==> config.mk <==
export PLATFORM = sky130hd
export DESIGN_NAME = switch_power_mode_control
export DESIGN_NICKNAME = d
export VERILOG_FILES = /design/src/design/switch_power_mode_pkg.sv /design/src/design/switch_power_mode_control.sv
export VERILOG_INCLUDE_DIRS = /design/src /design/src/design
export SDC_FILE = /design/constraint.sdc
export NUM_CORES = 1
export LEC_CHECK = 0
export ABC_AREA = 1
export BUFFER_PORTS_ARGS = -buffer_cell sky130_fd_sc_hd__buf_2
export CAP_MARGIN = 25
export CORE_MARGIN = 1
export CORE_UTILIZATION = 55
export CTS_CLUSTER_DIAMETER = 100
export CTS_CLUSTER_SIZE = 40
export DETAILED_ROUTE_END_ITERATION = 8
export GPL_TIMING_DRIVEN = 0
export PLACE_DENSITY_LB_ADDON = 0.12
export SYNTH_ARGS = -nofsm -noshare
export SYNTH_HDL_FRONTEND = slang
export SYNTH_SLANG_ARGS = --single-unit
==> constraint.sdc <==
create_clock -name clk -period 6.05 [get_ports clk]
set_clock_uncertainty 0.1 [all_clocks]
set_input_delay 1.815 -clock clk [delete_from_list [all_inputs] [get_ports clk]]
set_output_delay 1.815 -clock clk [all_outputs]
set_load 0.02 [all_outputs]
==> src/design/switch_power_mode_consts.svh <==
// constants for the switch power mode controller
`ifndef SWITCH_POWER_MODE_CONSTS_SVH
`define SWITCH_POWER_MODE_CONSTS_SVH
// ****************************************
// register offsets
// ****************************************
`define ADDR_PORT1_PHY_CONTROL 8'h1D
`define ADDR_PORT2_PHY_CONTROL 8'h2D
`define ADDR_POWER_MODE_CONTROL 8'hC3
`define ADDR_SLEEP_IDLE_TIMEOUT 8'hC4
// ****************************************
// fields and reset values
// ****************************************
`define PORT_POWER_DOWN_BIT 3
`define PLL_OFF_BIT 2
`define MODE_LSB 0
`define MODE_MSB 1
`define MODE_NORMAL 2'h0
`define MODE_ENERGY 2'h1
`define MODE_SOFT_DOWN 2'h2
`define MODE_SAVING 2'h3
`define RESET_BYTE 8'h00
`define RESET_TIMEOUT 8'hFF
`define ENABLE_ON 1'b1
`define PORTS_ON 2'h3
// ****************************************
// timing
// ****************************************
`define CLK_PERIOD_NS 4
`define PULSE_WIDTH_NS 120
`define PULSE_CYCLES (`PULSE_WIDTH_NS / `CLK_PERIOD_NS)
`define PULSE_PERIOD_NS 1000000000
`define PULSE_PERIOD_CYCLES (`PULSE_PERIOD_NS / `CLK_PERIOD_NS)
`define TICK_NS 1000000
`define TICK_CYCLES (`TICK_NS / `CLK_PERIOD_NS)
`endif

==> src/design/switch_power_mode_pkg.sv <==
// types for the switch power mode controller
package switch_power_mode_pkg;
  typedef enum logic [2:0]
  {
    st_normal = 3'h0,
    st_energy_awake = 3'h1,
    st_energy_sleep = 3'h2,
    st_soft_down = 3'h3,
    st_saving_wait = 3'h4,
    st_saving_idle = 3'h5,
    st_hard_down = 3'h6
  } power_state_type;
endpackage : switch_power_mode_pkg

==> src/design/switch_power_mode_control.sv <==
// power mode controller for a three-port switch with two phys
`include "switch_power_mode_consts.svh"
module switch_power_mode_control #(
  parameter int unsigned PULSE_PERIOD = `PULSE_PERIOD_CYCLES,
  parameter int unsigned TICK_PERIOD = `TICK_CYCLES
)(
  input wire logic clk,
  input wire logic reset_n,
  input wire logic clk_en,
  input wire logic chip_shutdown_n,
  input wire logic reg_write,
  input wire logic reg_read,
  input wire logic [7:0] reg_addr,
  input wire logic [7:0] reg_wdata,
  output logic [7:0] reg_rdata,
  output logic reg_rvalid,
  input wire logic [1:0] miim_port_power_down,
  input wire logic autoneg_enable,
  input wire logic [1:0] cable_connected,
  input wire logic [1:0] cable_energy,
  output logic pll_clock_enable,
  output logic mac_enable,
  output logic host_if_enable,
  output logic [1:0] phy_tx_enable,
  output logic [1:0] phy_rx_enable,
  output logic [1:0] energy_detect_enable,
  output logic [1:0] link_pulse,
  output logic [2:0] power_state
);

  // ****************************************
  // state
  // ****************************************
  typedef struct packed {
    // host registers
    logic [7:0] port1_phy_control;
    logic [7:0] port2_phy_control;
    logic [7:0] power_mode_control;
    logic [7:0] sleep_idle_timeout;
    // sequencing
    switch_power_mode_pkg::power_state_type state;
    logic [31:0] tick_count;
    logic [7:0] idle_ticks;
    logic [31:0] pulse_count;
    // read port
    logic [7:0] rdata;
    logic rvalid;
    // registered block enables and link pulses
    logic pll_en;
    logic mac_en;
    logic host_en;
    logic [1:0] tx_en;
    logic [1:0] rx_en;
    logic [1:0] ed_en;
    logic [1:0] pulse;
  } ctrl_type;

  ctrl_type r;
  ctrl_type next_r;

  // ****************************************
  // constants
  // ****************************************
  localparam logic [31:0] TICK_LAST = 32'(TICK_PERIOD - 1);
  localparam logic [31:0] PULSE_LAST = 32'(PULSE_PERIOD - 1);
  localparam logic [31:0] PULSE_HIGH = 32'(`PULSE_CYCLES);

  // ****************************************
  // functions
  // ****************************************
  function automatic logic [1:0] mode_of(input logic [7:0] value);
    mode_of = value[`MODE_MSB:`MODE_LSB];
  endfunction : mode_of

  // a port is off by its own control bit or by the management path
  function automatic logic port_off(input logic [7:0] control, input logic miim_down);
    port_off = control[`PORT_POWER_DOWN_BIT] | miim_down;
  endfunction : port_off

  // free-running counter that wraps after its last value
  function automatic logic [31:0] count_step(input logic [31:0] value, input logic [31:0] last);
    if (value >= last)
    begin
      count_step = '0;
    end
    else
    begin
      count_step = value + 32'h1;
    end
  endfunction : count_step

  function automatic logic in_energy_mode(input switch_power_mode_pkg::power_state_type state);
    in_energy_mode = (state == switch_power_mode_pkg::st_energy_awake) ||
                     (state == switch_power_mode_pkg::st_energy_sleep);
  endfunction : in_energy_mode

  // ****************************************
  // next state
  // ****************************************
  always_comb
  begin
    logic [1:0] mode;
    logic [1:0] port_down;
    logic any_energy;
    logic all_unplugged;
    logic tick;
    mode = mode_of(r.power_mode_control);
    port_down = '0;
    any_energy = |cable_energy;
    all_unplugged = ~|cable_connected;
    tick = 1'b0;
    next_r = r;
    next_r.rvalid = 1'b0;

    // ****************************************
    // register access
    // ****************************************
    // register writes are taken in every state while chip_shutdown_n is high and refused while it is low
    if (reg_write && chip_shutdown_n)
    begin
      case (reg_addr)
        `ADDR_PORT1_PHY_CONTROL: next_r.port1_phy_control = reg_wdata;
        `ADDR_PORT2_PHY_CONTROL: next_r.port2_phy_control = reg_wdata;
        `ADDR_POWER_MODE_CONTROL: next_r.power_mode_control = reg_wdata;
        `ADDR_SLEEP_IDLE_TIMEOUT: next_r.sleep_idle_timeout = reg_wdata;
        default: next_r.rdata = r.rdata;
      endcase
    end
    // a refused read gives no valid strobe and leaves the data as it was
    if (reg_read && r.host_en)
    begin
      next_r.rvalid = 1'b1;
      case (reg_addr)
        `ADDR_PORT1_PHY_CONTROL: next_r.rdata = r.port1_phy_control;
        `ADDR_PORT2_PHY_CONTROL: next_r.rdata = r.port2_phy_control;
        `ADDR_POWER_MODE_CONTROL: next_r.rdata = r.power_mode_control;
        `ADDR_SLEEP_IDLE_TIMEOUT: next_r.rdata = r.sleep_idle_timeout;
        default: next_r.rdata = `RESET_BYTE;
      endcase
    end
    port_down[0] = port_off(r.port1_phy_control, miim_port_power_down[0]);
    port_down[1] = port_off(r.port2_phy_control, miim_port_power_down[1]);

    // ****************************************
    // idle timer tick
    // ****************************************
    // one idle unit of the sleep timeout per tick
    tick = (r.tick_count >= TICK_LAST);
    next_r.tick_count = count_step(r.tick_count, TICK_LAST);

    // ****************************************
    // state selection
    // ****************************************
    case (r.state)
      switch_power_mode_pkg::st_normal:
      begin
        case (mode)
          `MODE_ENERGY: next_r.state = switch_power_mode_pkg::st_energy_awake;
          `MODE_SOFT_DOWN: next_r.state = switch_power_mode_pkg::st_soft_down;
          `MODE_SAVING: next_r.state = switch_power_mode_pkg::st_saving_wait;
          default: next_r.state = switch_power_mode_pkg::st_normal;
        endcase
        next_r.idle_ticks = '0;
      end
      switch_power_mode_pkg::st_energy_awake:
      begin
        if (mode != `MODE_ENERGY)
          next_r.state = switch_power_mode_pkg::st_normal;
        else if (any_energy)
          next_r.idle_ticks = '0;
        else if (tick)
        begin
          if (r.idle_ticks >= r.sleep_idle_timeout)
            next_r.state = switch_power_mode_pkg::st_energy_sleep;
          else
            next_r.idle_ticks = r.idle_ticks + 8'h1;
        end
      end
      switch_power_mode_pkg::st_energy_sleep:
      begin
        next_r.idle_ticks = '0;
        if (mode != `MODE_ENERGY || any_energy)
          next_r.state = (mode == `MODE_ENERGY) ? switch_power_mode_pkg::st_energy_awake
                                                : switch_power_mode_pkg::st_normal;
      end
      switch_power_mode_pkg::st_soft_down:
      begin
        if (mode == `MODE_NORMAL)
          next_r.state = switch_power_mode_pkg::st_normal;
        else if (mode != `MODE_SOFT_DOWN)
          next_r.state = switch_power_mode_pkg::st_normal;
      end
      switch_power_mode_pkg::st_saving_wait:
      begin
        if (mode != `MODE_SAVING)
          next_r.state = switch_power_mode_pkg::st_normal;
        else if (autoneg_enable && all_unplugged && !any_energy)
          next_r.state = switch_power_mode_pkg::st_saving_idle;
      end
      switch_power_mode_pkg::st_saving_idle:
      begin
        if (mode != `MODE_SAVING)
          next_r.state = switch_power_mode_pkg::st_normal;
        else if (any_energy || !all_unplugged || !autoneg_enable)
          next_r.state = switch_power_mode_pkg::st_saving_wait;
      end
      switch_power_mode_pkg::st_hard_down:
      begin
        // registers keep their contents across a hard power down
        next_r.state = switch_power_mode_pkg::st_normal;
      end
      default: next_r.state = switch_power_mode_pkg::st_normal;
    endcase
    if (!chip_shutdown_n)
    begin
      next_r.state = switch_power_mode_pkg::st_hard_down;
    end

    // ****************************************
    // link pulses while unplugged in energy mode
    // ****************************************
    next_r.pulse = '0;
    if (in_energy_mode(next_r.state))
    begin
      next_r.pulse_count = count_step(r.pulse_count, PULSE_LAST);
      // the count of this cycle decides, so the first pulse is full width
      if (r.pulse_count < PULSE_HIGH)
      begin
        next_r.pulse = ~cable_connected & ~port_down;
      end
    end
    else
    begin
      next_r.pulse_count = '0;
    end

    // ****************************************
    // block enables
    // ****************************************
    // taken from the next state so enables change with the state itself
    case (next_r.state)
      switch_power_mode_pkg::st_normal:
      begin
        next_r.pll_en = 1'b1;
        next_r.mac_en = 1'b1;
        next_r.host_en = 1'b1;
        next_r.tx_en = ~port_down;
        next_r.rx_en = ~port_down;
        next_r.ed_en = ~port_down;
      end
      switch_power_mode_pkg::st_energy_awake:
      begin
        next_r.pll_en = ~r.power_mode_control[`PLL_OFF_BIT];
        next_r.mac_en = 1'b1;
        next_r.host_en = 1'b1;
        next_r.tx_en = ~port_down;
        next_r.rx_en = ~port_down;
        next_r.ed_en = ~port_down;
      end
      switch_power_mode_pkg::st_energy_sleep:
      begin
        next_r.pll_en = 1'b0;
        next_r.mac_en = 1'b0;
        next_r.host_en = 1'b0;
        next_r.tx_en = '0;
        next_r.rx_en = '0;
        next_r.ed_en = ~port_down;
      end
      switch_power_mode_pkg::st_saving_wait:
      begin
        next_r.pll_en = 1'b1;
        next_r.mac_en = 1'b1;
        next_r.host_en = 1'b1;
        next_r.tx_en = ~port_down;
        next_r.rx_en = ~port_down;
        next_r.ed_en = ~port_down;
      end
      switch_power_mode_pkg::st_saving_idle:
      begin
        next_r.pll_en = 1'b1;
        next_r.mac_en = 1'b1;
        next_r.host_en = 1'b1;
        next_r.tx_en = ~port_down;
        next_r.rx_en = '0;
        next_r.ed_en = ~port_down;
      end
      default:
      begin
        next_r.pll_en = 1'b0;
        next_r.mac_en = 1'b0;
        next_r.host_en = 1'b0;
        next_r.tx_en = '0;
        next_r.rx_en = '0;
        next_r.ed_en = '0;
      end
    endcase
  end

  // ****************************************
  // registers
  // ****************************************
  always_ff @(posedge clk)
  begin
    if (!reset_n)
    begin
      r.port1_phy_control <= `RESET_BYTE;
      r.port2_phy_control <= `RESET_BYTE;
      r.power_mode_control <= `RESET_BYTE;
      r.sleep_idle_timeout <= `RESET_TIMEOUT;
      r.state <= switch_power_mode_pkg::st_normal;
      r.tick_count <= '0;
      r.idle_ticks <= '0;
      r.pulse_count <= '0;
      r.rdata <= `RESET_BYTE;
      r.rvalid <= 1'b0;
      r.pll_en <= `ENABLE_ON;
      r.mac_en <= `ENABLE_ON;
      r.host_en <= `ENABLE_ON;
      r.tx_en <= `PORTS_ON;
      r.rx_en <= `PORTS_ON;
      r.ed_en <= `PORTS_ON;
      r.pulse <= '0;
    end
    else if (clk_en)
    begin
      r <= next_r;
    end
  end

  // ****************************************
  // outputs
  // ****************************************
  assign reg_rdata = r.rdata;
  assign reg_rvalid = r.rvalid;
  assign pll_clock_enable = r.pll_en;
  assign mac_enable = r.mac_en;
  assign host_if_enable = r.host_en;
  assign phy_tx_enable = r.tx_en;
  assign phy_rx_enable = r.rx_en;
  assign energy_detect_enable = r.ed_en;
  assign link_pulse = r.pulse;
  assign power_state = r.state;

endmodule : switch_power_mode_control

==> out/results.ini <==
[status]
status=finished, final reports clean

[drt]
via_per_inst=5.27
dr.pass1.iters=5
drc=0
drtIter0Drc=391
via_count=5875
totalWireLength_um=15100
ant_nets=0
wl_per_cell_um=13.6

[sta]
relSlewSlack=0.572
tns_ns=0
max_freq_ghz=0.286
final_critical_path_setup_slack_ns=2.56
grt_setup_unrepaired=no
hold_violations=0
worst-slew-pin-transition_ns=0.641
post-route-period-util=0.577
slew_violations=0
finalSetupViolCount=0
finalCriticalPeriod_ns=3.49

[logic_synthesis]
synth.cell_area_um2=6370
synth_top_cell_area_share=0.396
synth_edf_count=0
synth.area.top_cells=dfxtp_1, nand2_1, a21oi_1
syn_avg_cell_area_um2=7.12
syn-num-nets=939
ys_ff_latch=126
netlist_instances=894
synth_top_area_cell=dfxtp_1
synth_warnings=0
async_flop_share=0
synth_cell_types=39
ys_seq_area_frac=0.396
synthFlopType=dfxtp_1

[cts]
ctsHoldBuffers=0
cts_resized=0
ctsHtreeMaxLevel=4
postCtsSetupRepairBufs=0
clk_path_buf_depth=2
path_clk_slew_ns=0.05
cts-root-buf=clkbuf_16
clock_sinks=126
cts_tree=yes
insertion_delay_ns=0.42
cts_buffers=17

[power_and_ir_drop]
max-vdd-ir-drop_uv=216
switching_share=0.238
p_int_mw=1.45
p_sw_mw=0.453
comb_power_share=0.058
seq_power_share=0.444
p_leak_nw=2.99
power_density_nw_per_um2=260
pwr-share-clk=0.498

[setup_path]
critPathLaunchType=input port
rr_worst_depth=15
critPathCaptureType=flop
crit_fanout=10
startpoint=clk_en
crit_arrival_ns=3.74
crit_type=input port to flop
rr_startpoint=r[21]$_SDFFE_PN0P_
crit_required_ns=6.30

[flow_run]
maxCapViolCount=0

[grt]
grt_pass1_vias=5305
grt_busiest_layer=met2
met2_usage=0.429
use_met1=0.377
track_usage=0.275
antenna_found_initial=0
grt_pass1_wl_um=25200
grtUsageMet3=0.0640
grt_max_degree=17
grt_overflow=0

[die]
die_h_um=110
rows=38
die-area_um2=12000
start_util=0.575
coreArea_um2=11100
io_pins=52
die_w_um=110

[place]
place_ws_ns=2.08
place_hpwl_um=11000
place_congestion=0.888
numPortBuffers=51

[hold_path]
holdCritPathClass=flop to flop
hold_depth=2
hp-start=r[90]$_SDFFE_PN0P_

[finish]
area_growth_pct=15.4
num_antenna_cells=0
finalNetCount=1009
final_cell_mix=nand2_1, dfxtp_1, inv_1
final_common_cell=nand2_1
layout-drive-gt1-share=0.138

-- flip-flops by register name, indices dropped and copies added, names as in the netlist --
signal                flops
power_state               3
reg_rdata                 8
link_pulse                2
mac_enable                1
pll_clock_enable          1
energy_detect_enable      2
reg_rvalid                1
phy_tx_enable             2
phy_rx_enable             2
r                       104
-- metrics by stage --
stage          power, mW  area (um^2)  std cells  hold slack, ns  utilization
3_3_place_gp       0.974         6800       1085           0.326        0.614
6_report            1.91         7350       1115           0.337        0.663
4_1_cts             1.91         7350       1115           0.339        0.663
5_1_grt             1.97         7350       1115           0.360        0.663
2_1_floorplan      0.931         6370        894           0.319            -
3_5_place_dp       0.975         6800       1085           0.329        0.614
-- critical path: stages --
cell     delay [ns]
buf_2          0.14
buf_1          0.51
nand3_1        0.57
inv_1          0.35
o21ai_0        0.20
a21oi_1        0.15
-- power groups by stage --
stage / registers, mW / clock network [mW] / logic (mW)
floorplan: 0.864 / 0 / 0.0677
global placement: 0.865 / 0 / 0.109
detailed placement: 0.865 / 0 / 0.110
CTS: 0.848 / 0.957 / 0.111
global route: 0.848 / 0.994 / 0.123
finish: 0.848 / 0.949 / 0.111
-- kinds of logic (layout without fill, tap and decap cells) --
logic type | after synthesis | in the layout | share of synthesized area
adders and majority gates | 16 | 16 | 0.0314
xor gates and xnor gates | 31 | 31 | 0.0426
buffers and inverters | 165 | 246 | 0.113
and+or+nand+nor | 381 | 381 | 0.267
AOI/OAI and AO/OA | 175 | 175 | 0.150
DFF | 126 | 126 | 0.396
-- cells in the mapped netlist (2+ instances only) --
master    number
and3_1         2
nor3_1        31
nand2_1      158
o31ai_1        3
inv_2          4
inv_1        111
xnor2_1        5
nand3_2        3
ha_1          16
a21oi_1       87
nand4_1       12
buf_4         23
buf_2          4
dfxtp_1      126
nor4_1         9
clkbuf_1      20
nor2_4         2
xor2_1        26
nor3_4         2
o21bai_1       2
a211oi_1      10
nor2_1        97
a31oi_1        2
nand3_1       45
nor2_2         7
o21ai_0       48
o21a_1         2
o22ai_1       15
o21ai_1        2
nor3b_1        5
nand2_2        7
-- area by class of cell --
cell class | count | area, um^2
well taps | 140 | 175
multi-input cells | 603 | 3130
clock buffers | 20 | 457
inverters | 116 | 435
fillers | 1012 | 3730
flip-flops and latches | 126 | 2520
repair buffers | 51 | 255
clock inverters | 10 | 92.6
plain buffers | 49 | 283
-- worst paths after layout --
| path | end | slack (ns) |
|---|---|---|
| hold reg to reg | r[90]$_SDFFE_PN0P_ | 0.34 |
| hold / removal | r[90]$_SDFFE_PN0P_ | 0.34 |
| setup / recovery | reg_rdata[3]$_SDFFE_PN0P_ | 2.56 |
| setup reg to reg | r[42]$_SDFFE_PN0P_ | 3.80 |
-- per-layer routing --
metal	vias to the layer above	part of all wire
met3	21	0.053
met1	2663	0.49
met4	0	0.014
met2	137	0.44
met5	-	0
li1	3054	-
No activity file was read; power rests on OpenSTA's default activity.
